File: config.mk
export PLATFORM = sky130hd
export DESIGN_NAME = cbo_enable_regs
export DESIGN_NICKNAME = d
export VERILOG_FILES = /design/src/pkg/cbo_pkg.sv /design/src/rtl/cbo_enable_regs.sv /design/src/rtl/cbo_regfile.sv
export VERILOG_INCLUDE_DIRS = /design/src /design/src/pkg
export SDC_FILE = /design/constraint.sdc
export NUM_CORES = 1
export LEC_CHECK = 0
export ABC_AREA = 0
export BUFFER_PORTS_ARGS = -buffer_cell sky130_fd_sc_hd__clkbuf_2
export CORE_UTILIZATION = 45
export CTS_CLUSTER_DIAMETER = 80
export DETAILED_ROUTE_END_ITERATION = 12
export HOLD_SLACK_MARGIN = 0.08
export PLACE_DENSITY = 0.61
export SYNTH_ARGS = -nofsm -noshare
export SYNTH_HDL_FRONTEND = slang
export SYNTH_HIERARCHICAL = 1
export SYNTH_SLANG_ARGS = --single-unit
File: constraint.sdc
create_clock -name i_clk -period 4.2 [get_ports i_clk]
set_clock_uncertainty 0.2 [all_clocks]
set_input_delay 0.63 -clock i_clk [delete_from_list [all_inputs] [get_ports i_clk]]
set_output_delay 0.63 -clock i_clk [all_outputs]
set_load 0.01 [all_outputs]
File: src/pkg/cbo_cfg.svh
// Offsets, field positions, reset values and constants of the enable register bank
`ifndef CBO_CFG_SVH
`define CBO_CFG_SVH

`define CBO_SLAVE_ADDR    7'h6C
`define CBO_CMD_BLOCK_BIT 7

`define CBO_OFS_RCA  7'h00
`define CBO_OFS_OEL  7'h01
`define CBO_OFS_OEH  7'h02
`define CBO_OFS_RDBK 7'h03
`define CBO_OFS_RCB  7'h04
`define CBO_OFS_MREV 7'h05
`define CBO_OFS_PART 7'h06
`define CBO_OFS_BLEN 7'h07
`define CBO_OFS_OSET 7'h08
`define CBO_OFS_TRIM 7'h4C

`define CBO_RST_RCA  8'h47
`define CBO_RST_OEL  8'hFF
`define CBO_RST_OEH  8'h0F
`define CBO_RST_RDBK 8'h00
`define CBO_RST_RCB  8'h00
`define CBO_RST_BLEN 8'h08
`define CBO_RST_OSET 8'h00
`define CBO_RST_TRIM 8'h66
// Identity values are arbitrary
`define CBO_IDENT_MREV 8'h5A
`define CBO_IDENT_PART 8'h3C

`define CBO_RCA_RO_HI  4'h4
`define CBO_BIT_EN_CH0 2
`define CBO_BIT_EN_CH1 5
`define CBO_BIT_EN_CH2 0
`define CBO_BIT_EN_CH3 2
`define CBO_BIT_PIN_CH0 1
`define CBO_BIT_PIN_CH1 3
`define CBO_BIT_PIN_CH2 6
`define CBO_BIT_PIN_CH3 7
`define CBO_BLEN_BITS  5

`endif

File: src/pkg/cbo_pkg.sv
// Types shared by the enable register bank
package cbo_pkg;

    typedef enum logic [3:0] {
        ST_IDLE      = 4'h0,
        ST_ADDR      = 4'h1,
        ST_ACK_ADDR  = 4'h2,
        ST_CMD       = 4'h3,
        ST_ACK_CMD   = 4'h4,
        ST_WDATA     = 4'h5,
        ST_ACK_WDATA = 4'h6,
        ST_RDATA     = 4'h7,
        ST_RACK      = 4'h8
    } cbo_state_t;

    typedef struct packed {
        logic       we;
        logic [6:0] addr;
        logic [7:0] data;
    } cbo_wr_t;

endpackage

File: src/rtl/cbo_enable_regs.sv
// SMBus slave, output enable gating and register bank of the four-channel buffer
`timescale 1ns/1ps
`include "cbo_cfg.svh"

module cbo_enable_regs (
    input  wire logic i_clk,
    input  wire logic i_rst_n,
    input  wire logic i_scl,
    input  wire logic i_sda,
    input  wire logic i_pwrgood_pdown_n,
    input  wire logic i_hw_enable_n_ch0,
    input  wire logic i_hw_enable_n_ch1,
    input  wire logic i_hw_enable_n_ch2,
    input  wire logic i_hw_enable_n_ch3,
    output logic      o_sda,
    output logic      o_sda_oe,
    output logic      o_clk_out_ch0_en,
    output logic      o_clk_out_ch1_en,
    output logic      o_clk_out_ch2_en,
    output logic      o_clk_out_ch3_en
);

    cbo_pkg::cbo_state_t state;
    cbo_pkg::cbo_wr_t    wr;

    logic       scl_q;
    logic       sda_q;
    logic [3:0] bit_cnt;
    logic [7:0] shift;
    logic [6:0] ptr;
    logic [7:0] cmd_q;
    logic       blk;
    logic       cnt_phase;
    logic       rd_mode;
    logic       wr_done;
    logic [7:0] remain;
    logic [7:0] rdata;
    logic [3:0] sw_en;
    logic [3:0] hw_n;
    logic [3:0] drive;
    logic [4:0] read_len;
    logic [7:0] tx_byte;
    logic [1:0] live;

    logic pg;
    logic start_c;
    logic stop_c;
    logic rise;
    logic fall;

    ////////////////////////////////////////////////////////////////////////
    // Bus edge detection

    assign pg      = i_pwrgood_pdown_n;
    assign start_c = i_scl & scl_q & sda_q & ~i_sda;
    assign stop_c  = i_scl & scl_q & ~sda_q & i_sda;
    assign rise    = i_scl & ~scl_q;
    assign fall    = ~i_scl & scl_q;

    always_ff @(posedge i_clk or negedge i_rst_n) begin
        if (!i_rst_n) begin
            scl_q <= 1'b1;
            sda_q <= 1'b1;
        end else begin
            scl_q <= i_scl;
            sda_q <= i_sda;
        end
    end

    // First byte of a block read is the length
    assign tx_byte = (blk && cnt_phase) ? {3'h0, read_len} : rdata;

    ////////////////////////////////////////////////////////////////////////
    // Transfer engine

    always_ff @(posedge i_clk or negedge i_rst_n) begin
        if (!i_rst_n) begin
            state     <= cbo_pkg::ST_IDLE;
            bit_cnt   <= 4'h0;
            shift     <= 8'h00;
            ptr       <= 7'h00;
            cmd_q     <= 8'h00;
            blk       <= 1'b0;
            cnt_phase <= 1'b0;
            rd_mode   <= 1'b0;
            wr_done   <= 1'b0;
            remain    <= 8'h00;
            o_sda_oe  <= 1'b0;
            wr        <= '0;
        end else begin
            wr.we <= 1'b0;
            if (!pg) begin
                state    <= cbo_pkg::ST_IDLE;
                o_sda_oe <= 1'b0;
            end else if (start_c) begin
                state    <= cbo_pkg::ST_ADDR;
                bit_cnt  <= 4'h0;
                o_sda_oe <= 1'b0;
            end else if (stop_c) begin
                state    <= cbo_pkg::ST_IDLE;
                o_sda_oe <= 1'b0;
            end else begin
                unique case (state)
                    cbo_pkg::ST_IDLE: begin
                        o_sda_oe <= 1'b0;
                    end
                    cbo_pkg::ST_ADDR, cbo_pkg::ST_CMD, cbo_pkg::ST_WDATA: begin
                        if (rise && bit_cnt != 4'h8) begin
                            shift   <= {shift[6:0], i_sda};
                            bit_cnt <= bit_cnt + 4'h1;
                        end else if (fall && bit_cnt == 4'h8) begin
                            if (state == cbo_pkg::ST_ADDR) begin
                                if (shift[7:1] == `CBO_SLAVE_ADDR) begin
                                    rd_mode  <= shift[0];
                                    o_sda_oe <= 1'b1;
                                    state    <= cbo_pkg::ST_ACK_ADDR;
                                end else begin
                                    state <= cbo_pkg::ST_IDLE;
                                end
                            end else if (state == cbo_pkg::ST_CMD) begin
                                cmd_q     <= shift;
                                ptr       <= shift[6:0];
                                blk       <= shift[`CBO_CMD_BLOCK_BIT];
                                cnt_phase <= shift[`CBO_CMD_BLOCK_BIT];
                                wr_done   <= 1'b0;
                                o_sda_oe  <= 1'b1;
                                state     <= cbo_pkg::ST_ACK_CMD;
                            end else if (blk && cnt_phase) begin
                                remain    <= shift;
                                cnt_phase <= 1'b0;
                                o_sda_oe  <= 1'b1;
                                state     <= cbo_pkg::ST_ACK_WDATA;
                            end else if (blk ? (remain != 8'h00) : !wr_done) begin
                                wr.we    <= 1'b1;
                                wr.addr  <= ptr;
                                wr.data  <= shift;
                                ptr      <= ptr + 7'h01;
                                remain   <= blk ? remain - 8'h01 : remain;
                                wr_done  <= 1'b1;
                                o_sda_oe <= 1'b1;
                                state    <= cbo_pkg::ST_ACK_WDATA;
                            end else begin
                                // Surplus byte is refused
                                state <= cbo_pkg::ST_IDLE;
                            end
                        end
                    end
                    cbo_pkg::ST_ACK_ADDR: begin
                        if (fall) begin
                            bit_cnt <= 4'h0;
                            if (rd_mode) begin
                                shift    <= tx_byte;
                                o_sda_oe <= ~tx_byte[7];
                                bit_cnt  <= 4'h1;
                                state    <= cbo_pkg::ST_RDATA;
                            end else begin
                                o_sda_oe <= 1'b0;
                                state    <= cbo_pkg::ST_CMD;
                            end
                        end
                    end
                    cbo_pkg::ST_ACK_CMD, cbo_pkg::ST_ACK_WDATA: begin
                        if (fall) begin
                            o_sda_oe <= 1'b0;
                            bit_cnt  <= 4'h0;
                            state    <= cbo_pkg::ST_WDATA;
                        end
                    end
                    cbo_pkg::ST_RDATA: begin
                        if (fall) begin
                            if (bit_cnt != 4'h8) begin
                                o_sda_oe <= ~shift[6];
                                shift    <= {shift[6:0], 1'b0};
                                bit_cnt  <= bit_cnt + 4'h1;
                            end else begin
                                o_sda_oe <= 1'b0;
                                state    <= cbo_pkg::ST_RACK;
                                if (blk && cnt_phase) begin
                                    cnt_phase <= 1'b0;
                                end else begin
                                    ptr <= ptr + 7'h01;
                                end
                            end
                        end
                    end
                    cbo_pkg::ST_RACK: begin
                        if (rise && i_sda) begin
                            state <= cbo_pkg::ST_IDLE;
                        end else if (fall) begin
                            shift    <= tx_byte;
                            o_sda_oe <= ~tx_byte[7];
                            bit_cnt  <= 4'h1;
                            state    <= cbo_pkg::ST_RDATA;
                        end
                    end
                    default: begin
                        state    <= cbo_pkg::ST_IDLE;
                        o_sda_oe <= 1'b0;
                    end
                endcase
            end
        end
    end

    // Open drain: only ever pulls low
    assign o_sda = 1'b0;

    ////////////////////////////////////////////////////////////////////////
    // Registers

    assign hw_n = {i_hw_enable_n_ch3, i_hw_enable_n_ch2,
                   i_hw_enable_n_ch1, i_hw_enable_n_ch0};

    cbo_regfile u_regs (
        .i_clk       (i_clk),
        .i_rst_n     (i_rst_n),
        .i_wr        (wr),
        .i_rd_addr   (ptr),
        .i_pin_level (hw_n),
        .o_rdata     (rdata),
        .o_sw_enable (sw_en),
        .o_read_len  (read_len)
    );

    ////////////////////////////////////////////////////////////////////////
    // Channel gating

    for (genvar g = 0; g < 4; g++) begin : g_chan
        always_ff @(posedge i_clk or negedge i_rst_n) begin
            if (!i_rst_n) begin
                drive[g] <= 1'b0;
            end else begin
                drive[g] <= sw_en[g] & ~hw_n[g] & pg;
            end
        end

        property p_drive_on;
            @(posedge i_clk) disable iff (!i_rst_n)
            (pg && sw_en[g] && !hw_n[g]) [*2] |-> drive[g];
        endproperty
        a_drive_on: assert property (p_drive_on)
            else $error("enabled channel not driving");

        property p_drive_off;
            @(posedge i_clk) disable iff (!i_rst_n)
            (!sw_en[g] || hw_n[g]) |=> !drive[g];
        endproperty
        a_drive_off: assert property (p_drive_off)
            else $error("disabled channel still driving");
    end

    assign o_clk_out_ch0_en = drive[0];
    assign o_clk_out_ch1_en = drive[1];
    assign o_clk_out_ch2_en = drive[2];
    assign o_clk_out_ch3_en = drive[3];

    ////////////////////////////////////////////////////////////////////////
    // Checks

    always_ff @(posedge i_clk or negedge i_rst_n) begin
        if (!i_rst_n) begin
            live <= 2'h0;
        end else begin
            live <= {live[0], 1'b1};
        end
    end

    property p_rca_upper;
        @(posedge i_clk) disable iff (!i_rst_n)
        (live[0] && $past(ptr) == `CBO_OFS_RCA) |-> (rdata[7:4] == `CBO_RCA_RO_HI);
    endproperty
    a_rca_upper: assert property (p_rca_upper)
        else $error("reserved_ctrl_a upper nibble wrong");

    property p_en_ch1;
        @(posedge i_clk) disable iff (!i_rst_n)
        (wr.we && wr.addr == `CBO_OFS_OEL) |=> (sw_en[1] == $past(wr.data[5]));
    endproperty
    a_en_ch1: assert property (p_en_ch1)
        else $error("channel 1 enable not taken from bit 5");

    property p_en_ch0;
        @(posedge i_clk) disable iff (!i_rst_n)
        (wr.we && wr.addr == `CBO_OFS_OEL) |=> (sw_en[0] == $past(wr.data[2]));
    endproperty
    a_en_ch0: assert property (p_en_ch0)
        else $error("channel 0 enable not taken from bit 2");

    property p_en_ch3;
        @(posedge i_clk) disable iff (!i_rst_n)
        (wr.we && wr.addr == `CBO_OFS_OEH) |=> (sw_en[3] == $past(wr.data[2]));
    endproperty
    a_en_ch3: assert property (p_en_ch3)
        else $error("channel 3 enable not taken from bit 2");

    property p_en_ch2;
        @(posedge i_clk) disable iff (!i_rst_n)
        (wr.we && wr.addr == `CBO_OFS_OEH) |=> (sw_en[2] == $past(wr.data[0]));
    endproperty
    a_en_ch2: assert property (p_en_ch2)
        else $error("channel 2 enable not taken from bit 0");

    property p_rdbk_hi;
        @(posedge i_clk) disable iff (!i_rst_n)
        (live[1] && $past(ptr) == `CBO_OFS_RDBK) |->
            (rdata[7] == $past(hw_n[3], 2) && rdata[6] == $past(hw_n[2], 2));
    endproperty
    a_rdbk_hi: assert property (p_rdbk_hi)
        else $error("readback of channels 3 and 2 wrong");

    property p_rdbk_lo;
        @(posedge i_clk) disable iff (!i_rst_n)
        (live[1] && $past(ptr) == `CBO_OFS_RDBK) |->
            (rdata[3] == $past(hw_n[1], 2) && rdata[1] == $past(hw_n[0], 2)
             && rdata[5:4] == 2'h0 && rdata[2] == 1'b0 && rdata[0] == 1'b0);
    endproperty
    a_rdbk_lo: assert property (p_rdbk_lo)
        else $error("readback of channels 1 and 0 wrong");

    property p_rcb_zero;
        @(posedge i_clk) disable iff (!i_rst_n)
        (live[0] && $past(ptr) == `CBO_OFS_RCB) |-> (rdata == 8'h00);
    endproperty
    a_rcb_zero: assert property (p_rcb_zero)
        else $error("reserved_ctrl_b not zero");

    property p_ro_write;
        @(posedge i_clk) disable iff (!i_rst_n)
        (wr.we && (wr.addr == `CBO_OFS_RDBK || wr.addr == `CBO_OFS_RCB)) |=>
            $stable({u_regs.rca_lo, u_regs.oel, u_regs.oeh, u_regs.blen});
    endproperty
    a_ro_write: assert property (p_ro_write)
        else $error("write changed a read-only register");

    property p_byte_addr;
        @(posedge i_clk) disable iff (!i_rst_n)
        (wr.we && !blk) |-> (wr.addr == cmd_q[6:0] && !cmd_q[7]);
    endproperty
    a_byte_addr: assert property (p_byte_addr)
        else $error("byte write not at command address");

    property p_pdown_quiet;
        @(posedge i_clk) disable iff (!i_rst_n)
        (!pg) [*2] |-> (!o_sda_oe && state == cbo_pkg::ST_IDLE);
    endproperty
    a_pdown_quiet: assert property (p_pdown_quiet)
        else $error("serial port active in power-down");

endmodule // cbo_enable_regs

File: src/rtl/cbo_regfile.sv
// Register storage and read mux of the enable register bank
`timescale 1ns/1ps
`include "cbo_cfg.svh"

module cbo_regfile (
    input  wire logic            i_clk,
    input  wire logic            i_rst_n,
    input  wire cbo_pkg::cbo_wr_t i_wr,
    input  wire logic [6:0]      i_rd_addr,
    input  wire logic [3:0]      i_pin_level,
    output logic [7:0]           o_rdata,
    output logic [3:0]           o_sw_enable,
    output logic [4:0]           o_read_len
);

    logic [3:0] rca_lo;
    logic [7:0] oel;
    logic [7:0] oeh;
    logic [7:0] rdbk;
    logic [7:0] blen;
    logic [5:0] oset;
    logic [7:0] trim;

    ////////////////////////////////////////////////////////////////////////
    always_ff @(posedge i_clk or negedge i_rst_n) begin
        if (!i_rst_n) begin
            rca_lo <= 4'(`CBO_RST_RCA);
            oel    <= `CBO_RST_OEL;
            oeh    <= `CBO_RST_OEH;
            blen   <= `CBO_RST_BLEN;
            oset   <= 6'h00;
            trim   <= `CBO_RST_TRIM;
        end else if (i_wr.we) begin
            case (i_wr.addr)
                `CBO_OFS_RCA:  rca_lo <= i_wr.data[3:0];
                `CBO_OFS_OEL:  oel    <= i_wr.data;
                `CBO_OFS_OEH:  oeh    <= i_wr.data;
                `CBO_OFS_BLEN: blen   <= i_wr.data;
                `CBO_OFS_OSET: oset   <= i_wr.data[5:0];
                `CBO_OFS_TRIM: trim   <= i_wr.data;
                default: ;
            endcase
        end
    end

    // Live pin levels
    always_ff @(posedge i_clk or negedge i_rst_n) begin
        if (!i_rst_n) begin
            rdbk <= `CBO_RST_RDBK;
        end else begin
            rdbk                   <= 8'h00;
            rdbk[`CBO_BIT_PIN_CH0] <= i_pin_level[0];
            rdbk[`CBO_BIT_PIN_CH1] <= i_pin_level[1];
            rdbk[`CBO_BIT_PIN_CH2] <= i_pin_level[2];
            rdbk[`CBO_BIT_PIN_CH3] <= i_pin_level[3];
        end
    end

    ////////////////////////////////////////////////////////////////////////
    always_ff @(posedge i_clk or negedge i_rst_n) begin
        if (!i_rst_n) begin
            o_rdata <= 8'h00;
        end else begin
            case (i_rd_addr)
                `CBO_OFS_RCA:  o_rdata <= {`CBO_RCA_RO_HI, rca_lo};
                `CBO_OFS_OEL:  o_rdata <= oel;
                `CBO_OFS_OEH:  o_rdata <= oeh;
                `CBO_OFS_RDBK: o_rdata <= rdbk;
                `CBO_OFS_RCB:  o_rdata <= `CBO_RST_RCB;
                `CBO_OFS_MREV: o_rdata <= `CBO_IDENT_MREV;
                `CBO_OFS_PART: o_rdata <= `CBO_IDENT_PART;
                `CBO_OFS_BLEN: o_rdata <= blen;
                `CBO_OFS_OSET: o_rdata <= {2'h0, oset};
                `CBO_OFS_TRIM: o_rdata <= trim;
                default:       o_rdata <= 8'h00;
            endcase
        end
    end

    assign o_sw_enable[0] = oel[`CBO_BIT_EN_CH0];
    assign o_sw_enable[1] = oel[`CBO_BIT_EN_CH1];
    assign o_sw_enable[2] = oeh[`CBO_BIT_EN_CH2];
    assign o_sw_enable[3] = oeh[`CBO_BIT_EN_CH3];
    assign o_read_len     = blen[`CBO_BLEN_BITS-1:0];

endmodule // cbo_regfile

# After elaboration in Yosys (flattened, before gate mapping)

Cells that the tools add are included.

$add $sub $neg: 3
Equal/unequal tests: 59
Muxes and demuxes: 91
Bitwise gates (word level): 31
Reductions and logical operators: 34

Operator list:

| kind                                                                  | count |
|---|---|
| 16-bit two-way mux                                                    | 10 |
| 8-bit two-way mux                                                     | 11 |
| 4-bit two-way mux                                                     | 21 |
| 8-bit case mux with 9 select lines                                    | 1 |
| 7-bit two-way mux                                                     | 9 |
| 5-bit != test, second input constant                                  | 8 |
| 8-bit case mux with 4 select lines                                    | 1 |
| 10-bit AND reduction                                                  | 3 |
| 7-bit by 3-bit equality test with 1-bit output, second input constant | 4 |
| 1-bit two-way mux                                                     | 28 |
| 2-bit != test, second input constant                                  | 14 |
| 3-bit != test, second input constant                                  | 9 |
| 9-bit AND reduction                                                   | 3 |
| 4-bit case mux with 6 select lines                                    | 1 |
| 8-bit AND reduction                                                   | 3 |
| 7-bit by 2-bit equality test with 1-bit output, second input constant | 3 |
| 7-bit equality test, second input constant                            | 3 |
| 4-bit case mux with 5 select lines                                    | 1 |
| 4-bit by 3-bit equality test with 1-bit output, second input constant | 4 |
| 1-bit inverter                                                        | 16 |
| 1-bit AND                                                             | 15 |
| 7-bit by 1-bit equality test with 1-bit output, second input constant | 2 |
| 7-bit by 4-bit equality test with 1-bit output, second input constant | 2 |
| 7-bit logical NOT                                                     | 2 |
| other kinds (26)                                                      | 44 |

Register bits after elaboration: 112
Bits of input ports: 9
Output and inout bits: 6
Word-level logic and storage cells: 245

# Logic depth before layout (Yosys ltp)

Depth in word-level cells: 12
Depth in mapped cells: 9
Mapped depth without buffers: 7

# Modules after synthesis

The synthesis kept the hierarchy.

Modules (own cells, without submodules):

| module          | instances | cells an instance | area each (um^2) | seq. area each (um^2) |
|---|---|---|---|---|
| cbo_enable_regs | 1         | 365               | 3,433.3          | 1,453.9 |
| cbo_regfile     | 1         | 199               | 2,506.2          | 1,376.3 |

# Worst setup path after synthesis

Ideal clock, no wire load.

Path type: register to register
From: reg remain[0]
To: reg wr[0] (netlist name)
Library setup time: 0.125 ns
Data arrival time: 1.915 ns
Data required time: 3.875 ns
Setup slack: 1.961 ns
Cell stages (with the launch flop): 9
Buffers on the path: 1
Period minus slack after synthesis: 2.239 ns
Cells stage by stage: dfrtp_1 -> inv_1 -> ha_1 -> or4bb_1 -> o211ai_2 -> nor2_1 -> nand2_4 -> buf_6 -> mux2_2

Cells in the longest elaborated chain, start to end: 3

Ends and longest elaborated chain:

| item                                  | line                   | RTL |
|---|---|---|
| start, declared                       | cbo_enable_regs.sv:36  | `logic [7:0] remain;` |
| start signal, assigned                | cbo_enable_regs.sv:129 | `remain <= shift;` |
| start signal, assigned                | cbo_enable_regs.sv:138 | `remain <= blk ? remain - 8'h01 : remain;` |
| 8-bit nonzero test                    | cbo_enable_regs.sv:133 | `end else if (blk ? (remain != 8'h00) : !wr_done) begin` |
| 1-bit two-way mux                     | cbo_enable_regs.sv:133 |  |
| 10-bit AND reduction (no source line) | -                      |  |
| end, declared                         | cbo_enable_regs.sv:24  | `cbo_pkg::cbo_wr_t wr;` |

Every way passes these cells.
A chain may end at the register's enable or synchronous reset.

# Worst setup path after layout

From: reg blk
To: reg ptr[0]

Cells in the longest elaborated chain, start to end: 3
Elaborated cells on any way between the ends: 6
Those cells by class: eq/ne (3); mux (1); reduce/logical (2)

Ends and longest elaborated chain:

| item                                                            | line                                                                   | RTL |
|---|---|---|
| start, declared                                                 | cbo_enable_regs.sv:32                                                  | `logic blk;` |
| start signal, assigned                                          | cbo_enable_regs.sv:123                                                 | `` blk <= shift[`CBO_CMD_BLOCK_BIT]; `` |
| 1-bit two-way mux or 1-bit logical AND (tied branches)          | cbo_enable_regs.sv:133, cbo_enable_regs.sv:128, cbo_enable_regs.sv:178 |  |
| 3-bit != test (no source line) or 2-bit != test (tied branches) | -                                                                      |  |
| 12-bit AND reduction (no source line) (*)                       | -                                                                      |  |
| end signal, assigned                                            | cbo_enable_regs.sv:122                                                 | `ptr <= shift[6:0];` |
| end signal, assigned                                            | cbo_enable_regs.sv:137                                                 | `ptr <= ptr + 7'h01;` |
| end signal, assigned                                            | cbo_enable_regs.sv:181                                                 | `ptr <= ptr + 7'h01;` |
| end, declared                                                   | cbo_enable_regs.sv:30                                                  | `logic [6:0] ptr;` |

Every way passes the cells marked *; elsewhere a longest branch is shown, timed or not.

==> results.rst <==
.. list-table::
   :header-rows: 1

   * - Metric
     - Value
   * - Final Max Tran Viols
     - 0
   * - Cell row count
     - 41
   * - Run status
     - complete, no violations
   * - DR DRC count
     - 0
   * - Effective utilization at floorplan
     - 46.7%
   * - Core box area
     - 0.0127 sq mm
   * - Min Clock Period, post-route
     - 2.88 ns
   * - Clock-pin slew reported for the worst setup and hold paths after clock tree synthesis
     - 0.07 ns
   * - Post-synthesis mux area share
     - 14.9%
   * - Inst Count DP
     - 714
   * - Number of hold violations in the final report
     - 0
   * - Initial drt markers
     - 324
   * - Most used flip-flop cell after synthesis
     - dfrtp_1
   * - Vias after detailed routing
     - 4333
   * - Class of the worst hold path
     - input pin to async pin
   * - Synth Area in XOR/XNOR
     - 0.147%
   * - Synth-to-Final Area Change
     - 6.32%
   * - Maximum number of pins on one net before global-route repair
     - 60
   * - VDD IR max
     - 0.000263 V
   * - Cell types occupying the most area after synthesis
     - dfrtp_1 (38%), mux2_2 (11%), dfstp_2 (9.7%)
   * - Core utilization of the finished layout
     - 49.6%
   * - Highest attainable clock frequency
     - 0.348 GHz
   * - Number of iterations in the first detailed-routing pass
     - 5
   * - Crit share post-route
     - 68.5%
   * - Vertical die dimension
     - 117 microns
   * - Number of warnings reported in the yosys synthesis log
     - 6
   * - Die extent in x
     - 117 microns
   * - Synthesized-area fraction occupied by ao, oa, aoi and oai cells
     - 14.2%
   * - Most area-hungry cell type in the Yosys netlist
     - dfrtp_1
   * - CTS H-Tree Depth
     - 3
   * - Most numerous cell types in the synthesized netlist
     - dfrtp_1 (90), mux2_2 (58), nand2_1 (45), o21ai_0 (44), a21oi_1 (42)
   * - Buffers on Ports
     - 13
   * - Most used standard cell by instance count after synthesis
     - dfrtp_1
   * - Area of the die
     - 0.0137 sq mm
   * - Final RePlAce weighted congestion
     - 0.881
   * - Startpoint types
     - flop
   * - Vias per cell
     - 5.94
   * - Routed WL per cell
     - 18.2 microns
   * - Worst Tran Pin Value
     - 0.941 ns
   * - Summed negative setup slack over all endpoints
     - 0 ns
   * - Gr usage total
     - 21.2%
   * - Required time of the worst setup path
     - 4.23 ns
   * - Nets@finish
     - 567
   * - Arr. time, crit path
     - 2.91 ns
   * - Critical path startpoint
     - blk$_DFFE_PN0P_
   * - Number of inserted filler cells in the final layout
     - 1194
   * - Unrepaired setup endpoints after global routing
     - no
   * - Per-instance average area after synthesis
     - 10.5 sq um
   * - Net count after synthesis
     - 578
   * - Cells after Synth
     - 564
   * - Setup bufs post-CTS
     - 0
   * - Remaining global-route overflow
     - 0
   * - Post-synth design cell area
     - 0.00594 sq mm
   * - Total routed wirelength
     - 13300 microns
   * - TritonCTS clock tree
     - done
   * - Final hold slack
     - 0.154 ns
   * - Clock root cell
     - clkbuf_16
   * - Maximum fanout along the worst path
     - 27
   * - Number of primary I/O pins
     - 15
   * - Number of setup violations in the final report
     - 0
   * - Clock buffers created by TritonCTS
     - 9
   * - Fraction of final layout cells with drive strength greater than 1
     - 23.1%
   * - Leak pwr
     - 2.82 nW
   * - Vias in the first global route
     - 4296
   * - Max transition margin
     - 37.0%
   * - Resized Gates After CTS
     - 0
   * - Number of cells in the finished layout apart from fillers
     - 730
   * - Combined area of the multi-input logic cells
     - 0.00286 sq mm
   * - Clock tree sinks
     - 112
   * - Number of nets with antenna violations after routing
     - 0
   * - Crit path kind
     - flop to flop
   * - Sequential cell area in the final layout
     - 0.00283 sq mm
   * - Setup crit end kind
     - flop
   * - Adder and majority cell fraction of the synthesized area
     - 1.05%
   * - Number of buffers inserted for hold repair after clock tree synthesis
     - 0
   * - Simple-gate share of the synthesized area
     - 17.7%
   * - Post-synth cell types
     - 69
   * - Async set or reset register ratio after synthesis
     - 100%
   * - MaxCap Viol Count
     - 0
   * - Overall power after layout
     - 2.07 mW
   * - Half-perimeter wire length after placement
     - 9190 microns
   * - Number of register bits inferred by synthesis
     - 112
   * - Largest family of logic cells by synthesized area
     - simple AND/OR/NAND/NOR gates
   * - Global-route wire length before repair
     - 22100 microns
   * - Number of flops mapped to enable cells by yosys
     - 0
   * - Maximum count of clock buffers along a single path
     - 2
   * - Number of inserted diodes
     - 0
   * - Share of the synthesized area in the top cell type
     - 37.9%
   * - Clock insertion delay at the later pin of the skew report
     - 0.35 ns
   * - Seq/Total Area, Yosys
     - 47.7%
   * - Number of antenna violations at the first check in global routing
     - 0
   * - Critical R2R Launch
     - blk$_DFFE_PN0P_
   * - Power density cells
     - 328 mW/mm^2
-- path summary, 6_finish.rpt --
check	depth (start not counted)	end	slack [ns]
max	5	ptr[0]$_DFFE_PN0P_	1.32
min	1	u_regs/rdbk[1]$_DFF_PN0_	0.15
max reg2reg	5	ptr[0]$_DFFE_PN0P_	1.32
min reg2reg	1	u_regs/oset[1]$_DFFE_PN0P_	0.31
max in group asynchronous	2	scl_q$_DFF_PN1_	2.75
min in group i_clk	1	u_regs/rdbk[6]$_DFF_PN0_	0.19
-- cell families (layout without fill, tap and decap cells) --
group / count (synthesis) / count (layout)
fa+ha+maj: 5 / 5
mux: 80 / 80
xor+xnor: 1 / 1
flops: 112 / 112
compound gates: 138 / 138
buf+inv: 49 / 43
simple gates: 178 / 178
other cells: 1 / 1
-- layout make-up --
type,instances,area share (%)
flip-flops and latches,112,44.8
inverters,12,0.713
multi-input cells,403,45.3
clock buffers,11,3.84
clock inverters,5,0.654
repair buffers,15,1.31
well taps,172,3.41
-- layer usage --
metal	vias to the layer above	global-route usage, %	part of all wire [%]
li1	2035	-	-
met1	2179	28.5	47
met2	106	34.9	48
met3	13	3.91	3.7
met4	0	6.24	1.5
met5	-	0	0
-- report_power, final --
group | internal, mW | leakage (nW) | switching (mW)
registers | 1.10 | 1.44 | 0.0371
clock network | 0.426 | 0.138 | 0.405
logic | 0.0414 | 1.24 | 0.0612
-- state kept, by name, summed over array words and instances (netlist names), 4 cells and up --
name and flops:
u_regs/oeh 8, bit_cnt 4, wr 16, shift 8, u_regs/trim 8, u_regs/o_rdata 8
state 4, ptr 7, u_regs/rdbk 4, u_regs/blen 8, u_regs/oel 8, u_regs/rca_lo 4
u_regs/oset 6, remain 8
-- metrics by stage --
step	setup slack [ns]	instance area, sq um
3_5_place_dp	1.35	6030
6_report	1.32	6310
2_1_floorplan	1.96	5940
5_1_grt	1.04	6310
4_1_cts	1.34	6310
3_3_place_gp	1.45	6030
-- cells in the final DEF, fill, tap and decap left out, types with 8 or more instances in the layout --
| master | netlist | routed |
|---|---|---|
| a21oi_1 | 42 | 42 |
| a22oi_1 | 9 | 9 |
| clkbuf_16 | 0 | 9 |
| clkbuf_2 | 0 | 12 |
| dfrtp_1 | 90 | 90 |
| dfstp_2 | 22 | 22 |
| inv_1 | 12 | 12 |
| mux2_1 | 8 | 8 |
| mux2_2 | 58 | 58 |
| mux2i_1 | 14 | 14 |
| nand2_1 | 45 | 45 |
| nand2b_1 | 14 | 14 |
| nand3_1 | 18 | 18 |
| nand3b_1 | 8 | 8 |
| nor2_1 | 28 | 28 |
| o21ai_0 | 44 | 44 |
-- worst max-delay path: stages, from the launching register on --
cell      delay [ns]
dfrtp_1         0.49
nand2_1         0.74
o211ai_2        0.23
a211oi_2        0.78
mux2i_1         0.26
nand2_1         0.07
Note: power is estimated with default switching activity, not from simulation.
